==> config.mk <==
export PLATFORM = sky130hd
export DESIGN_NAME = e1fes_top
export DESIGN_NICKNAME = d
export VERILOG_FILES = /design/src/inc/e1fes_pkg.sv /design/src/inc/e1fes_reg_if.sv /design/src/logic/e1fes_top.sv /design/src/logic/e1fes_apb_slave.sv /design/src/logic/e1fes_frame_monitor.sv
export SDC_FILE = /design/constraint.sdc
export NUM_CORES = 1
export LEC_CHECK = 0
export BUFFER_PORTS_ARGS = -buffer_cell sky130_fd_sc_hd__buf_2
export CORE_ASPECT_RATIO = 1.75
export CORE_MARGIN = 4
export CORE_UTILIZATION = 48
export CTS_BUF_LIST = sky130_fd_sc_hd__clkbuf_8
export DETAILED_ROUTE_END_ITERATION = 16
export PLACE_DENSITY = 0.8
export SLEW_MARGIN = 20
export SYNTH_ARGS = -nofsm -noshare
export SYNTH_HDL_FRONTEND = slang
export SYNTH_SLANG_ARGS = --single-unit
==> constraint.sdc <==
create_clock -name clk_sys -period 2 [get_ports clk_sys]
set_input_delay 0.1 -clock clk_sys [delete_from_list [all_inputs] [get_ports clk_sys]]
set_output_delay 0.1 -clock clk_sys [all_outputs]
set_load 0.1 [all_outputs]
==> src/inc/e1fes_pkg.sv <==
// Functional notes
// - set status bit 4 when the alignment signal appears shifted.
// - declare frame loss after threshold consecutive errored alignment patterns, field bits 2-0.
// - set status bit 3 on both declaration and clearing of frame loss.
// - set status bit 2 when payload imitates the framing pattern.
// - set status bit 1 on every failed CRC-4 sub-multiframe check.
// - set status bit 0 when alignment bits arrive in error.
// - alignment-bit error flag is kept apart from the framing state.
// - status bits report events since last read; the read clears them.
// - interrupt only for latched events whose enable bit is set.
// - all five status bits reset to zero.
// - enable register bit 4 is read-write, resets to zero, gates bit 4.
package e1fes_pkg;
	localparam int          E1FES_ADDR_W     = 16;
	localparam int          E1FES_IDX_W      = 12;
	localparam int          E1FES_REG_W      = 8;
	localparam int          E1FES_EVENT_W    = 5;
	localparam int          E1FES_THRESH_W   = 3;
	localparam int          E1FES_IDX_LSB    = 2;
	// register indices; byte address is four times the index
	localparam logic [11:0] IDX_FRAMING_CTRL = 12'h10B;
	localparam logic [11:0] IDX_EVENT_STATUS = 12'hB04;
	localparam logic [11:0] IDX_EVENT_ENABLE = 12'hB05;
	localparam logic [11:0] IDX_DEFECT_STATE = 12'hB06;
	// status and enable bit positions
	localparam int          BIT_ALIGN_SHIFT  = 4;
	localparam int          BIT_FRAME_LOSS   = 3;
	localparam int          BIT_IMITATION    = 2;
	localparam int          BIT_CRC4_ERR     = 1;
	localparam int          BIT_FAS_ERR      = 0;
	localparam int          THRESH_LSB       = 0;
	// reset values
	localparam logic [7:0]  FRAMING_CTRL_RST = 8'h03;
	localparam logic [4:0]  EVENT_STATUS_RST = 5'h00;
	localparam logic [4:0]  EVENT_ENABLE_RST = 5'h00;

	typedef enum logic [1:0] {
		ST_IN_FRAME  = 2'b01,
		ST_OUT_FRAME = 2'b10
	} e1fes_frame_state_t;

	function automatic logic [E1FES_IDX_W-1:0] e1fes_index(input logic [E1FES_ADDR_W-1:0] addr);
		return addr[E1FES_IDX_LSB +: E1FES_IDX_W];
	endfunction
endpackage

==> src/inc/e1fes_reg_if.sv <==
`timescale 1ns/100ps
interface e1fes_reg_if;
	logic [11:0] idx;
	logic [7:0]  wrData;
	logic        setupRd;
	logic        accessRd;
	logic        accessWr;
	logic [7:0]  rdData;
	logic        hit;
	modport slave (output idx, wrData, setupRd, accessRd, accessWr, input rdData, hit);
	modport regs  (input idx, wrData, setupRd, accessRd, accessWr, output rdData, hit);
endinterface

==> src/logic/e1fes_top.sv <==
`timescale 1ns/100ps
module e1fes_top
	import e1fes_pkg::*;
(
	input  wire logic        clk_sys,
	input  wire logic        rst,
	input  wire logic        psel,
	input  wire logic        penable,
	input  wire logic        pwrite,
	input  wire logic [15:0] paddr,
	input  wire logic [31:0] pwdata,
	output logic      [31:0] prdata,
	output logic             pready,
	output logic             pslverr,
	input  wire logic        alignShiftEvent,
	input  wire logic        patternImitationEvent,
	input  wire logic        crc4ErrorEvent,
	input  wire logic        fasBitErrorEvent,
	input  wire logic        fasChecked,
	input  wire logic        fasErrored,
	input  wire logic        resyncDone,
	output logic             frameLossDefect,
	output logic             irqOut
);
	e1fes_reg_if regBus ();

	logic [7:0] framingCtrl_reg;
	logic [7:0] framingCtrl_next;
	logic [4:0] eventStatus_reg;
	logic [4:0] eventStatus_next;
	logic [4:0] eventEnable_reg;
	logic [4:0] eventEnable_next;
	logic [4:0] readMask_reg;
	logic [4:0] readMask_next;
	logic [4:0] eventHits;
	logic [4:0] rdStatus;
	logic       defectChange;
	logic       irq_reg;
	logic       irq_next;
	logic [7:0] rdMux;
	logic       hitMux;

	e1fes_apb_slave u_apb (
		.clk_sys (clk_sys),
		.rst     (rst),
		.psel    (psel),
		.penable (penable),
		.pwrite  (pwrite),
		.paddr   (paddr),
		.pwdata  (pwdata),
		.prdata  (prdata),
		.pready  (pready),
		.pslverr (pslverr),
		.bus     (regBus)
	);

	// framing state lives here, apart from the alignment-bit error flag
	e1fes_frame_monitor #(
		.CNT_W (E1FES_THRESH_W)
	) u_frame (
		.clk_sys         (clk_sys),
		.rst             (rst),
		.fasChecked      (fasChecked),
		.fasErrored      (fasErrored),
		.resyncDone      (resyncDone),
		.lossThreshold   (framingCtrl_reg[THRESH_LSB +: E1FES_THRESH_W]),
		.frameLossDefect (frameLossDefect),
		.defectChange    (defectChange)
	);

	// events gathered at their status bit positions
	always_comb begin
		eventHits                  = '0;
		eventHits[BIT_ALIGN_SHIFT] = alignShiftEvent;
		eventHits[BIT_FRAME_LOSS]  = defectChange;
		eventHits[BIT_IMITATION]   = patternImitationEvent;
		eventHits[BIT_CRC4_ERR]    = crc4ErrorEvent;
		eventHits[BIT_FAS_ERR]     = fasBitErrorEvent;
	end

	// read decode
	always_comb begin
		rdMux    = 8'h00;
		hitMux   = 1'b1;
		rdStatus = eventStatus_reg;
		case (regBus.idx)
			IDX_FRAMING_CTRL: rdMux = framingCtrl_reg;
			IDX_EVENT_STATUS: rdMux = {3'h0, rdStatus};
			IDX_EVENT_ENABLE: rdMux = {3'h0, eventEnable_reg};
			IDX_DEFECT_STATE: rdMux = {7'h00, frameLossDefect};
			default:          hitMux = 1'b0;
		endcase
	end

	assign regBus.rdData = rdMux;
	assign regBus.hit    = hitMux;

	// register state; only the bits shown to the reader are cleared by the read
	always_comb begin
		framingCtrl_next = framingCtrl_reg;
		eventEnable_next = eventEnable_reg;
		readMask_next    = readMask_reg;
		eventStatus_next = eventStatus_reg;
		if (regBus.setupRd && regBus.idx == IDX_EVENT_STATUS) begin
			readMask_next = eventStatus_reg;
		end
		if (regBus.accessRd && regBus.idx == IDX_EVENT_STATUS) begin
			eventStatus_next = eventStatus_reg & ~readMask_reg;
			readMask_next    = '0;
		end
		eventStatus_next = eventStatus_next | eventHits;
		if (regBus.accessWr) begin
			case (regBus.idx)
				IDX_FRAMING_CTRL: framingCtrl_next = regBus.wrData;
				IDX_EVENT_ENABLE: eventEnable_next = regBus.wrData[E1FES_EVENT_W-1:0];
				default:          framingCtrl_next = framingCtrl_reg;
			endcase
		end
		irq_next = |(eventStatus_reg & eventEnable_reg);
	end

	always_ff @(posedge clk_sys) begin
		if (rst) begin
			framingCtrl_reg <= FRAMING_CTRL_RST;
			eventStatus_reg <= EVENT_STATUS_RST;
			eventEnable_reg <= EVENT_ENABLE_RST;
			readMask_reg    <= '0;
			irq_reg         <= 1'b0;
		end else begin
			framingCtrl_reg <= framingCtrl_next;
			eventStatus_reg <= eventStatus_next;
			eventEnable_reg <= eventEnable_next;
			readMask_reg    <= readMask_next;
			irq_reg         <= irq_next;
		end
	end

	assign irqOut = irq_reg;
endmodule

==> src/logic/e1fes_apb_slave.sv <==
`timescale 1ns/100ps
module e1fes_apb_slave
	import e1fes_pkg::*;
(
	input  wire logic        clk_sys,
	input  wire logic        rst,
	input  wire logic        psel,
	input  wire logic        penable,
	input  wire logic        pwrite,
	input  wire logic [15:0] paddr,
	input  wire logic [31:0] pwdata,
	output logic      [31:0] prdata,
	output logic             pready,
	output logic             pslverr,
	e1fes_reg_if.slave       bus
);
	logic [31:0] prdata_reg;
	logic [31:0] prdata_next;
	logic        slverr_reg;
	logic        slverr_next;
	logic        setupPhase;
	logic        aligned;

	assign setupPhase   = psel & ~penable;
	assign aligned      = (paddr[1:0] == 2'h0);
	assign bus.idx      = e1fes_index(paddr);
	assign bus.wrData   = pwdata[E1FES_REG_W-1:0];
	assign bus.setupRd  = setupPhase & ~pwrite & aligned;
	assign bus.accessRd = psel & penable & ~pwrite & aligned & bus.hit;
	assign bus.accessWr = psel & penable & pwrite & aligned & bus.hit;
	assign pready       = 1'b1;
	assign prdata       = prdata_reg;
	assign pslverr      = slverr_reg;

	// answer is prepared in the setup cycle so the access cycle completes at once
	always_comb begin
		prdata_next = prdata_reg;
		slverr_next = slverr_reg;
		if (setupPhase) begin
			slverr_next = ~(aligned & bus.hit);
			prdata_next = 32'h0000_0000;
			if (~pwrite & aligned & bus.hit) begin
				prdata_next = {24'h00_0000, bus.rdData};
			end
		end
	end

	always_ff @(posedge clk_sys) begin
		if (rst) begin
			prdata_reg <= 32'h0000_0000;
			slverr_reg <= 1'b0;
		end else begin
			prdata_reg <= prdata_next;
			slverr_reg <= slverr_next;
		end
	end
endmodule

==> src/logic/e1fes_frame_monitor.sv <==
`timescale 1ns/100ps
module e1fes_frame_monitor
	import e1fes_pkg::*;
#(
	parameter int CNT_W = E1FES_THRESH_W
) (
	input  wire logic             clk_sys,
	input  wire logic             rst,
	input  wire logic             fasChecked,
	input  wire logic             fasErrored,
	input  wire logic             resyncDone,
	input  wire logic [CNT_W-1:0] lossThreshold,
	output logic                  frameLossDefect,
	output logic                  defectChange
);
	// refuse counter widths the threshold field and compare cannot serve
	if (CNT_W < 1 || CNT_W > 8) begin : g_bad_width
		$error("e1fes_frame_monitor: CNT_W must be 1 to 8");
	end

	e1fes_frame_state_t state_reg;
	e1fes_frame_state_t state_next;
	logic [CNT_W-1:0]   errCount_reg;
	logic [CNT_W-1:0]   errCount_next;
	logic               change_reg;
	logic               change_next;
	logic [CNT_W-1:0]   limit;

	// a zero threshold behaves as one errored pattern
	assign limit = (lossThreshold == '0) ? CNT_W'(1) : lossThreshold;
	assign frameLossDefect = (state_reg == ST_OUT_FRAME);
	assign defectChange    = change_reg;

	always_comb begin
		state_next    = state_reg;
		errCount_next = errCount_reg;
		change_next   = 1'b0;
		case (state_reg)
			ST_IN_FRAME: begin
				if (fasChecked && fasErrored) begin
					if (errCount_reg + CNT_W'(1) >= limit) begin
						state_next    = ST_OUT_FRAME;
						errCount_next = '0;
						change_next   = 1'b1;
					end else begin
						errCount_next = errCount_reg + CNT_W'(1);
					end
				end else if (fasChecked) begin
					errCount_next = '0;
				end
			end
			ST_OUT_FRAME: begin
				errCount_next = '0;
				if (resyncDone) begin
					state_next  = ST_IN_FRAME;
					change_next = 1'b1;
				end
			end
			default: begin
				state_next    = ST_IN_FRAME;
				errCount_next = '0;
			end
		endcase
	end

	always_ff @(posedge clk_sys) begin
		if (rst) begin
			state_reg    <= ST_IN_FRAME;
			errCount_reg <= '0;
			change_reg   <= 1'b0;
		end else begin
			state_reg    <= state_next;
			errCount_reg <= errCount_next;
			change_reg   <= change_next;
		end
	end
endmodule

== Yosys cells after proc, flatten, opt, wreduce, memory -nomap -nowiden ==
Cells that the tools add are included.

* Logic and storage cells: 71
* Register bits: 63
* Input port bits: 60

* $lt $le $gt $ge: 1
* Reductions and logical operators: 13
* Bitwise operators: 21
* Equal/unequal tests: 9
* Add/subtract/negate cells: 1
* Mux-type cells: 16

{| class="wikitable"
|+ Operator list
! operator !! count
|-
| 12-bit equality test, second input constant || 3
|-
| 8-bit one-hot mux with 4 select lines || 1
|-
| 1-bit AND || 13
|-
| 12-bit by 9-bit equality test with 1-bit output, second input constant || 1
|-
| 3-bit 2-to-1 mux || 4
|-
| 5-bit AND || 2
|-
| 8-bit 2-to-1 mux || 1
|-
| 2-bit 2-to-1 mux || 3
|-
| 5-bit 2-to-1 mux || 1
|-
| 5-bit NOT || 1
|-
| 5-bit bitwise OR || 1
|-
| 5-bit OR reduction || 1
|-
| 1-bit 2-to-1 mux || 4
|-
| 2-bit by 1-bit != test with 1-bit output, second input constant || 2
|-
| 1-bit NOT || 4
|-
| 2-bit one-hot mux with 2 select lines || 1
|-
| 2-bit AND reduction || 2
|-
| 2-bit OR reduction || 2
|-
| 4-bit OR reduction || 1
|-
| 3-bit by 1-bit adder with 3-bit output, second input constant || 1
|-
| 3-bit greater-or-equal comparator || 1
|-
| 1-bit logical AND || 3
|-
| 3-bit zero test || 1
|-
| 3-bit AND reduction || 1
|-
| 6 further kinds || 6
|}

== Longest topological paths before layout ==
* Depth in word-level cells: 7
* Depth in mapped cells: 8
* Depth with buffers taken out: 8

== By module ==
A second synthesis with hierarchy kept.

* Cells, all modules: 260
* Area total of the unflattened synthesis: 2284.7 um^2

{| class="wikitable"
|+ By module, submodules not included
! module !! cells each !! times used !! area each (um^2) !! seq. area each (um^2)
|-
| e1fes_top || 131 || 1 || 1166.1 || 480.5
|-
| e1fes_apb_slave || 85 || 1 || 718.2 || 180.2
|-
| e1fes_frame_monitor || 44 || 1 || 400.4 || 120.1
|}

== Worst setup path after synthesis ==
Ideal clock, no wire load.

* Path type: register to register
* Start: register u_frame.state_reg[0]
* End: register u_frame.state_reg[1]
* Period minus slack after synthesis: 1.767 ns
* Path buffers: 0
* Path slack: 0.233 ns
* Cell stages (with the launch flop): 6
* Arrival: 1.652 ns
* Library setup time: 0.115 ns
* Required time: 1.885 ns
* Path through: dfxtp_1 inv_1 ha_1 nor2b_1 nor3_1 o21a_1

* Longest elaborated chain between the ends: 3

{| class="wikitable"
|+ RTL lines
! element !! line !! text
|-
| start, declared || e1fes_frame_monitor.sv:21 || <nowiki>e1fes_frame_state_t state_reg;</nowiki>
|-
| start signal, assigned || e1fes_frame_monitor.sv:72 || <nowiki>state_reg <= state_next;</nowiki>
|-
| 2-bit equality test (*) || -- ||
|-
| via frameLossDefect || e1fes_top.sv:22 || <nowiki>output logic frameLossDefect,</nowiki>
|-
| 2-bit != test (no source line) || -- ||
|-
| 3-bit AND reduction (no source line) || -- ||
|}

The timed path passes the listed nets; every way through them passes the cells marked *.
A chain may end at the register's enable or synchronous reset.

== Worst setup path after layout ==
* Start: register u_frame.errCount_reg[0]
* End: register u_frame.change_reg (netlist: u_frame.defectChange)

* Longest elaborated chain between the ends: 5

{| class="wikitable"
|+ RTL lines
! element !! line !! text
|-
| start, declared || e1fes_frame_monitor.sv:23 || <nowiki>logic [CNT_W-1:0] errCount_reg;</nowiki>
|-
| start signal, assigned || e1fes_frame_monitor.sv:73 || <nowiki>errCount_reg <= errCount_next;</nowiki>
|-
| 3-bit by 1-bit adder with 3-bit output || e1fes_frame_monitor.sv:41 || <nowiki>if (errCount_reg + CNT_W'(1) >= limit) begin</nowiki>
|-
| 3-bit greater-or-equal comparator || e1fes_frame_monitor.sv:41 ||
|-
| 1-bit 2-to-1 mux || e1fes_frame_monitor.sv:41 ||
|-
| 1-bit 2-to-1 mux || e1fes_frame_monitor.sv:40 || <nowiki>if (fasChecked && fasErrored) begin</nowiki>
|-
| 1-bit one-hot mux with 2 select lines || e1fes_frame_monitor.sv:38 || <nowiki>case (state_reg)</nowiki>
|-
| end signal, assigned || e1fes_frame_monitor.sv:74 || <nowiki>change_reg <= change_next;</nowiki>
|-
| end, declared || e1fes_frame_monitor.sv:25 || <nowiki>logic change_reg;</nowiki>
|}

Every way passes these cells.

==> summary.md <==
| Metric | Value |
|---|---|
| Setup WS pre-CTS | `102.8 ps` |
| Comb power frac | `18.6%` |
| Pin count of the biggest net entering global routing | `21` |
| Via density | `5.073` |
| Leak pwr | `1.130 nW` |
| N_diodes | `0` |
| Die area | `5358 sq um` |
| GR Util met1 | `14.83%` |
| Crit end category | `flop` |
| Final hold slack | `19.11 ps` |
| Yosys Warn Count | `0` |
| Distinct cells, synth | `39` |
| CTS Buf Count | `5` |
| Top FF cell, synth | `dfxtp_1` |
| Clock skew | `2.864 ps` |
| Area growth from synthesis to layout | `14.84%` |
| Drt first pass iters | `4` |
| Post-synthesis sequential area ratio | `38.59%` |
| Most common cell after layout, fill and taps aside | `buf_2` |
| Number of remaining DRC errors | `0` |
| Deepest clock path buffer count | `2` |
| Worst-case reg-to-reg path depth | `6` |
| Port buffer count | `44` |
| Total wire length | `3969 um` |
| TritonCTS Sinks | `39` |
| Post-route minimum period | `1764 ps` |
| Worst skew pair latency | `290 ps` |
| CP most frequent cell | `ha_1` |
| Most Crowded Layer GR | `met2` |
| Launch point of the worst reg-to-reg path | `u_frame.errCount_reg[0]` |
| Initial antenna violation count | `0` |
| Core area | `4111 sq um` |
| Setup CP Type | `flop to flop` |
| Via count | `1608` |
| Worst setup margin | `236.5 ps` |
| Avg Inst Size Synth | `9.196 sq um` |
| Setup slack, reg-to-reg | `240 ps` |
| Slowest library cell on the worst path | `dfxtp_1` |
| CP Data Arrival Time | `1940 ps` |
| Initial Util | `49.21%` |
| Hold_sp | `alignShiftEvent` |
| All-Layer GR Usage | `15.78%` |
| DR iter-0 viols | `21` |
| Die Y | `93.89 um` |
| IO Pins | `96` |
| # fillers | `385` |
| Hold Path Class | `input pin to flop` |
| Root Buffer | `clkbuf_8` |
| H-tree Lvls | `2` |
| Nets | `333` |
| Post-route ant nets | `0` |
| RR Endpoint | `u_frame.defectChange` |
| Worst Hold Endpoint | `eventStatus_reg[4]` |
| Overflow after GRT | `0` |
| Critical path launch point | `u_frame.errCount_reg[0]` |
| Worst vdd ir | `0.4841 mV` |
| Crit Path Max Fanout | `5` |
| Final hold viol count | `0` |
| Async S/R FF share, synth | `0%` |
| Clock power frac | `37.3%` |
| RSZ-0062 raised after global routing | `no` |
| Switching Power | `555.5 uW` |
| DPL Wire Length | `3163 um` |
| Number of enable flip-flop cells after synthesis | `0` |
| Register share of total power | `44.1%` |
| MaxCap Viol Count | `0` |
| Internal power | `1.251 mW` |
| # rows | `31` |
| Clock transition at the registers of the reported paths | `70 ps` |
| Critical Path, Cell by Cell | `ha_1, ha_1, a21o_1, a21oi_2, a2bb2oi_1, nor3_1` |
| Fmax | `0.5670 GHz` |
| Cts hold-fix bufs | `0` |
| M3 GR Usage | `4.402%` |
| CTS tree | `built` |
| Final setup vio count | `0` |
| Routed WL per cell | `12.52 um` |
| CP max stage delay | `340 ps` |
| Status | `finished clean` |
| Yosys reg bits | `39` |
| GP Congestion | `0.8569` |
| Max-slew violations | `0` |
| Met2 GRT Util | `29.29%` |
| Share of layout cells above drive strength 1 | `24.63%` |
| Sw Ratio | `30.75%` |
| Setup TNS | `0 ps` |
| Die Width | `57.08 um` |
| First-pass GRT wire length | `6630 um` |
| Crit path launch type | `flop` |
| Period utilisation layout | `88.18%` |
| Worst hold path cell count | `2` |
| Pwr Total | `1.806 mW` |
| Vias in the first global route | `1601` |
| Setup bufs post-CTS | `0` |
| Power per Cell Area | `777.4 nW/um^2` |
| Required time of the critical path | `2170 ps` |
| Commonest cells after routing, fill and taps aside | `buf_2, dfxtp_1, nor2_1` |
| Post-Syn Area | `2023 sq um` |
| Mapped Cells | `220` |
[final cells by class]
type	count	area, sq um	share of cell area, %
multi-input combinational	166	1087	46.80
sequential	39	780.7	33.60
timing repair buffer	48	250.2	10.77
clock buffer	6	82.58	3.554
tap	49	61.31	2.639
clock inverter	2	35.03	1.508
inverter	7	26.28	1.131
[Yosys cell counts (all sizes together) (2+ instances only)]
library cell / n / share of area, %
conb: 2 / 0.37
nor3: 8 / 2.5
o21ba: 4 / 2.0
clkbuf: 4 / 0.74
o211ai: 2 / 0.74
a21oi: 10 / 2.5
buf: 27 / 10
inv: 7 / 1.3
nor2b: 2 / 0.62
o21ai: 8 / 2.0
dfxtp: 39 / 39
nand2: 14 / 2.6
nand3: 2 / 0.49
a22oi: 4 / 1.5
nand2b: 5 / 1.5
nand4b: 2 / 1.6
nor2: 28 / 5.2
mux2i: 22 / 11
ha: 6 / 3.7
o21a: 2 / 0.74
nor4b: 3 / 2.0
nand4: 3 / 0.93
a21boi: 5 / 1.9
[cell families after synthesis]
kind of cell	share of synthesized area [%]
AND/OR/NAND/NOR	20.96
buffers and inverters	12.12
flip-flops	38.59
AO/OA/AOI/OAI	12.93
other	0.3712
adder cells (fa/ha/maj)	3.710
XOR/XNOR	0.4330
multiplexers	10.88
[power by group through the flow]
stage | Combinational, mW | Clock [mW] | Sequential [mW]
finish | 0.336 | 0.674 | 0.796
global route | 0.353 | 0.729 | 0.798
CTS | 0.335 | 0.688 | 0.797
detailed placement | 0.334 | 0 | 0.815
global placement | 0.332 | 0 | 0.815
floorplan | 0.307 | 0 | 0.822
[through the flow]
| step | std cells | instance area [sq um] | util [%] |
|---|---|---|---|
| 6_report | 317 | 2323 | 56.51 |
| 5_1_grt | 317 | 2323 | 56.51 |
| 4_1_cts | 317 | 2320 | 56.42 |
| 3_5_place_dp | 309 | 2202 | 53.56 |
| 3_3_place_gp | 309 | 2202 | 53.56 |
| 2_1_floorplan | 243 | 2110 | - |
[metal layers]
metal / wire length [um] / vias up
met5: 0 / -
li1: - / 806
met1: 1389 / 736
met2: 2191 / 57
met4: 107 / 0
met3: 281 / 9
[critical path: cells and delay by family (launching register included)]
| family | cells | cell delay (ps) |
|---|---|---|
| AOI/OAI and AO/OA | 3 | 630 |
| adders and majority gates | 2 | 610 |
| DFF | 1 | 340 |
| and+or+nand+nor | 1 | 60 |
[worst max path at each step]
stage and end:
4_1_cts u_frame.state_reg[1], 3_5_place_dp u_frame.state_reg[1], 6_report u_frame.defectChange, 5_1_grt u_frame.state_reg[1]
3_3_place_gp u_frame.state_reg[1], 2_1_floorplan u_frame.state_reg[1]
[timing repair]
item	in CTS	in global routing
endpoints found under the setup margin	0	5
gates resized for setup	0	1
hold endpoints to repair	0	0
No activity file was read; power rests on OpenSTA's default activity.
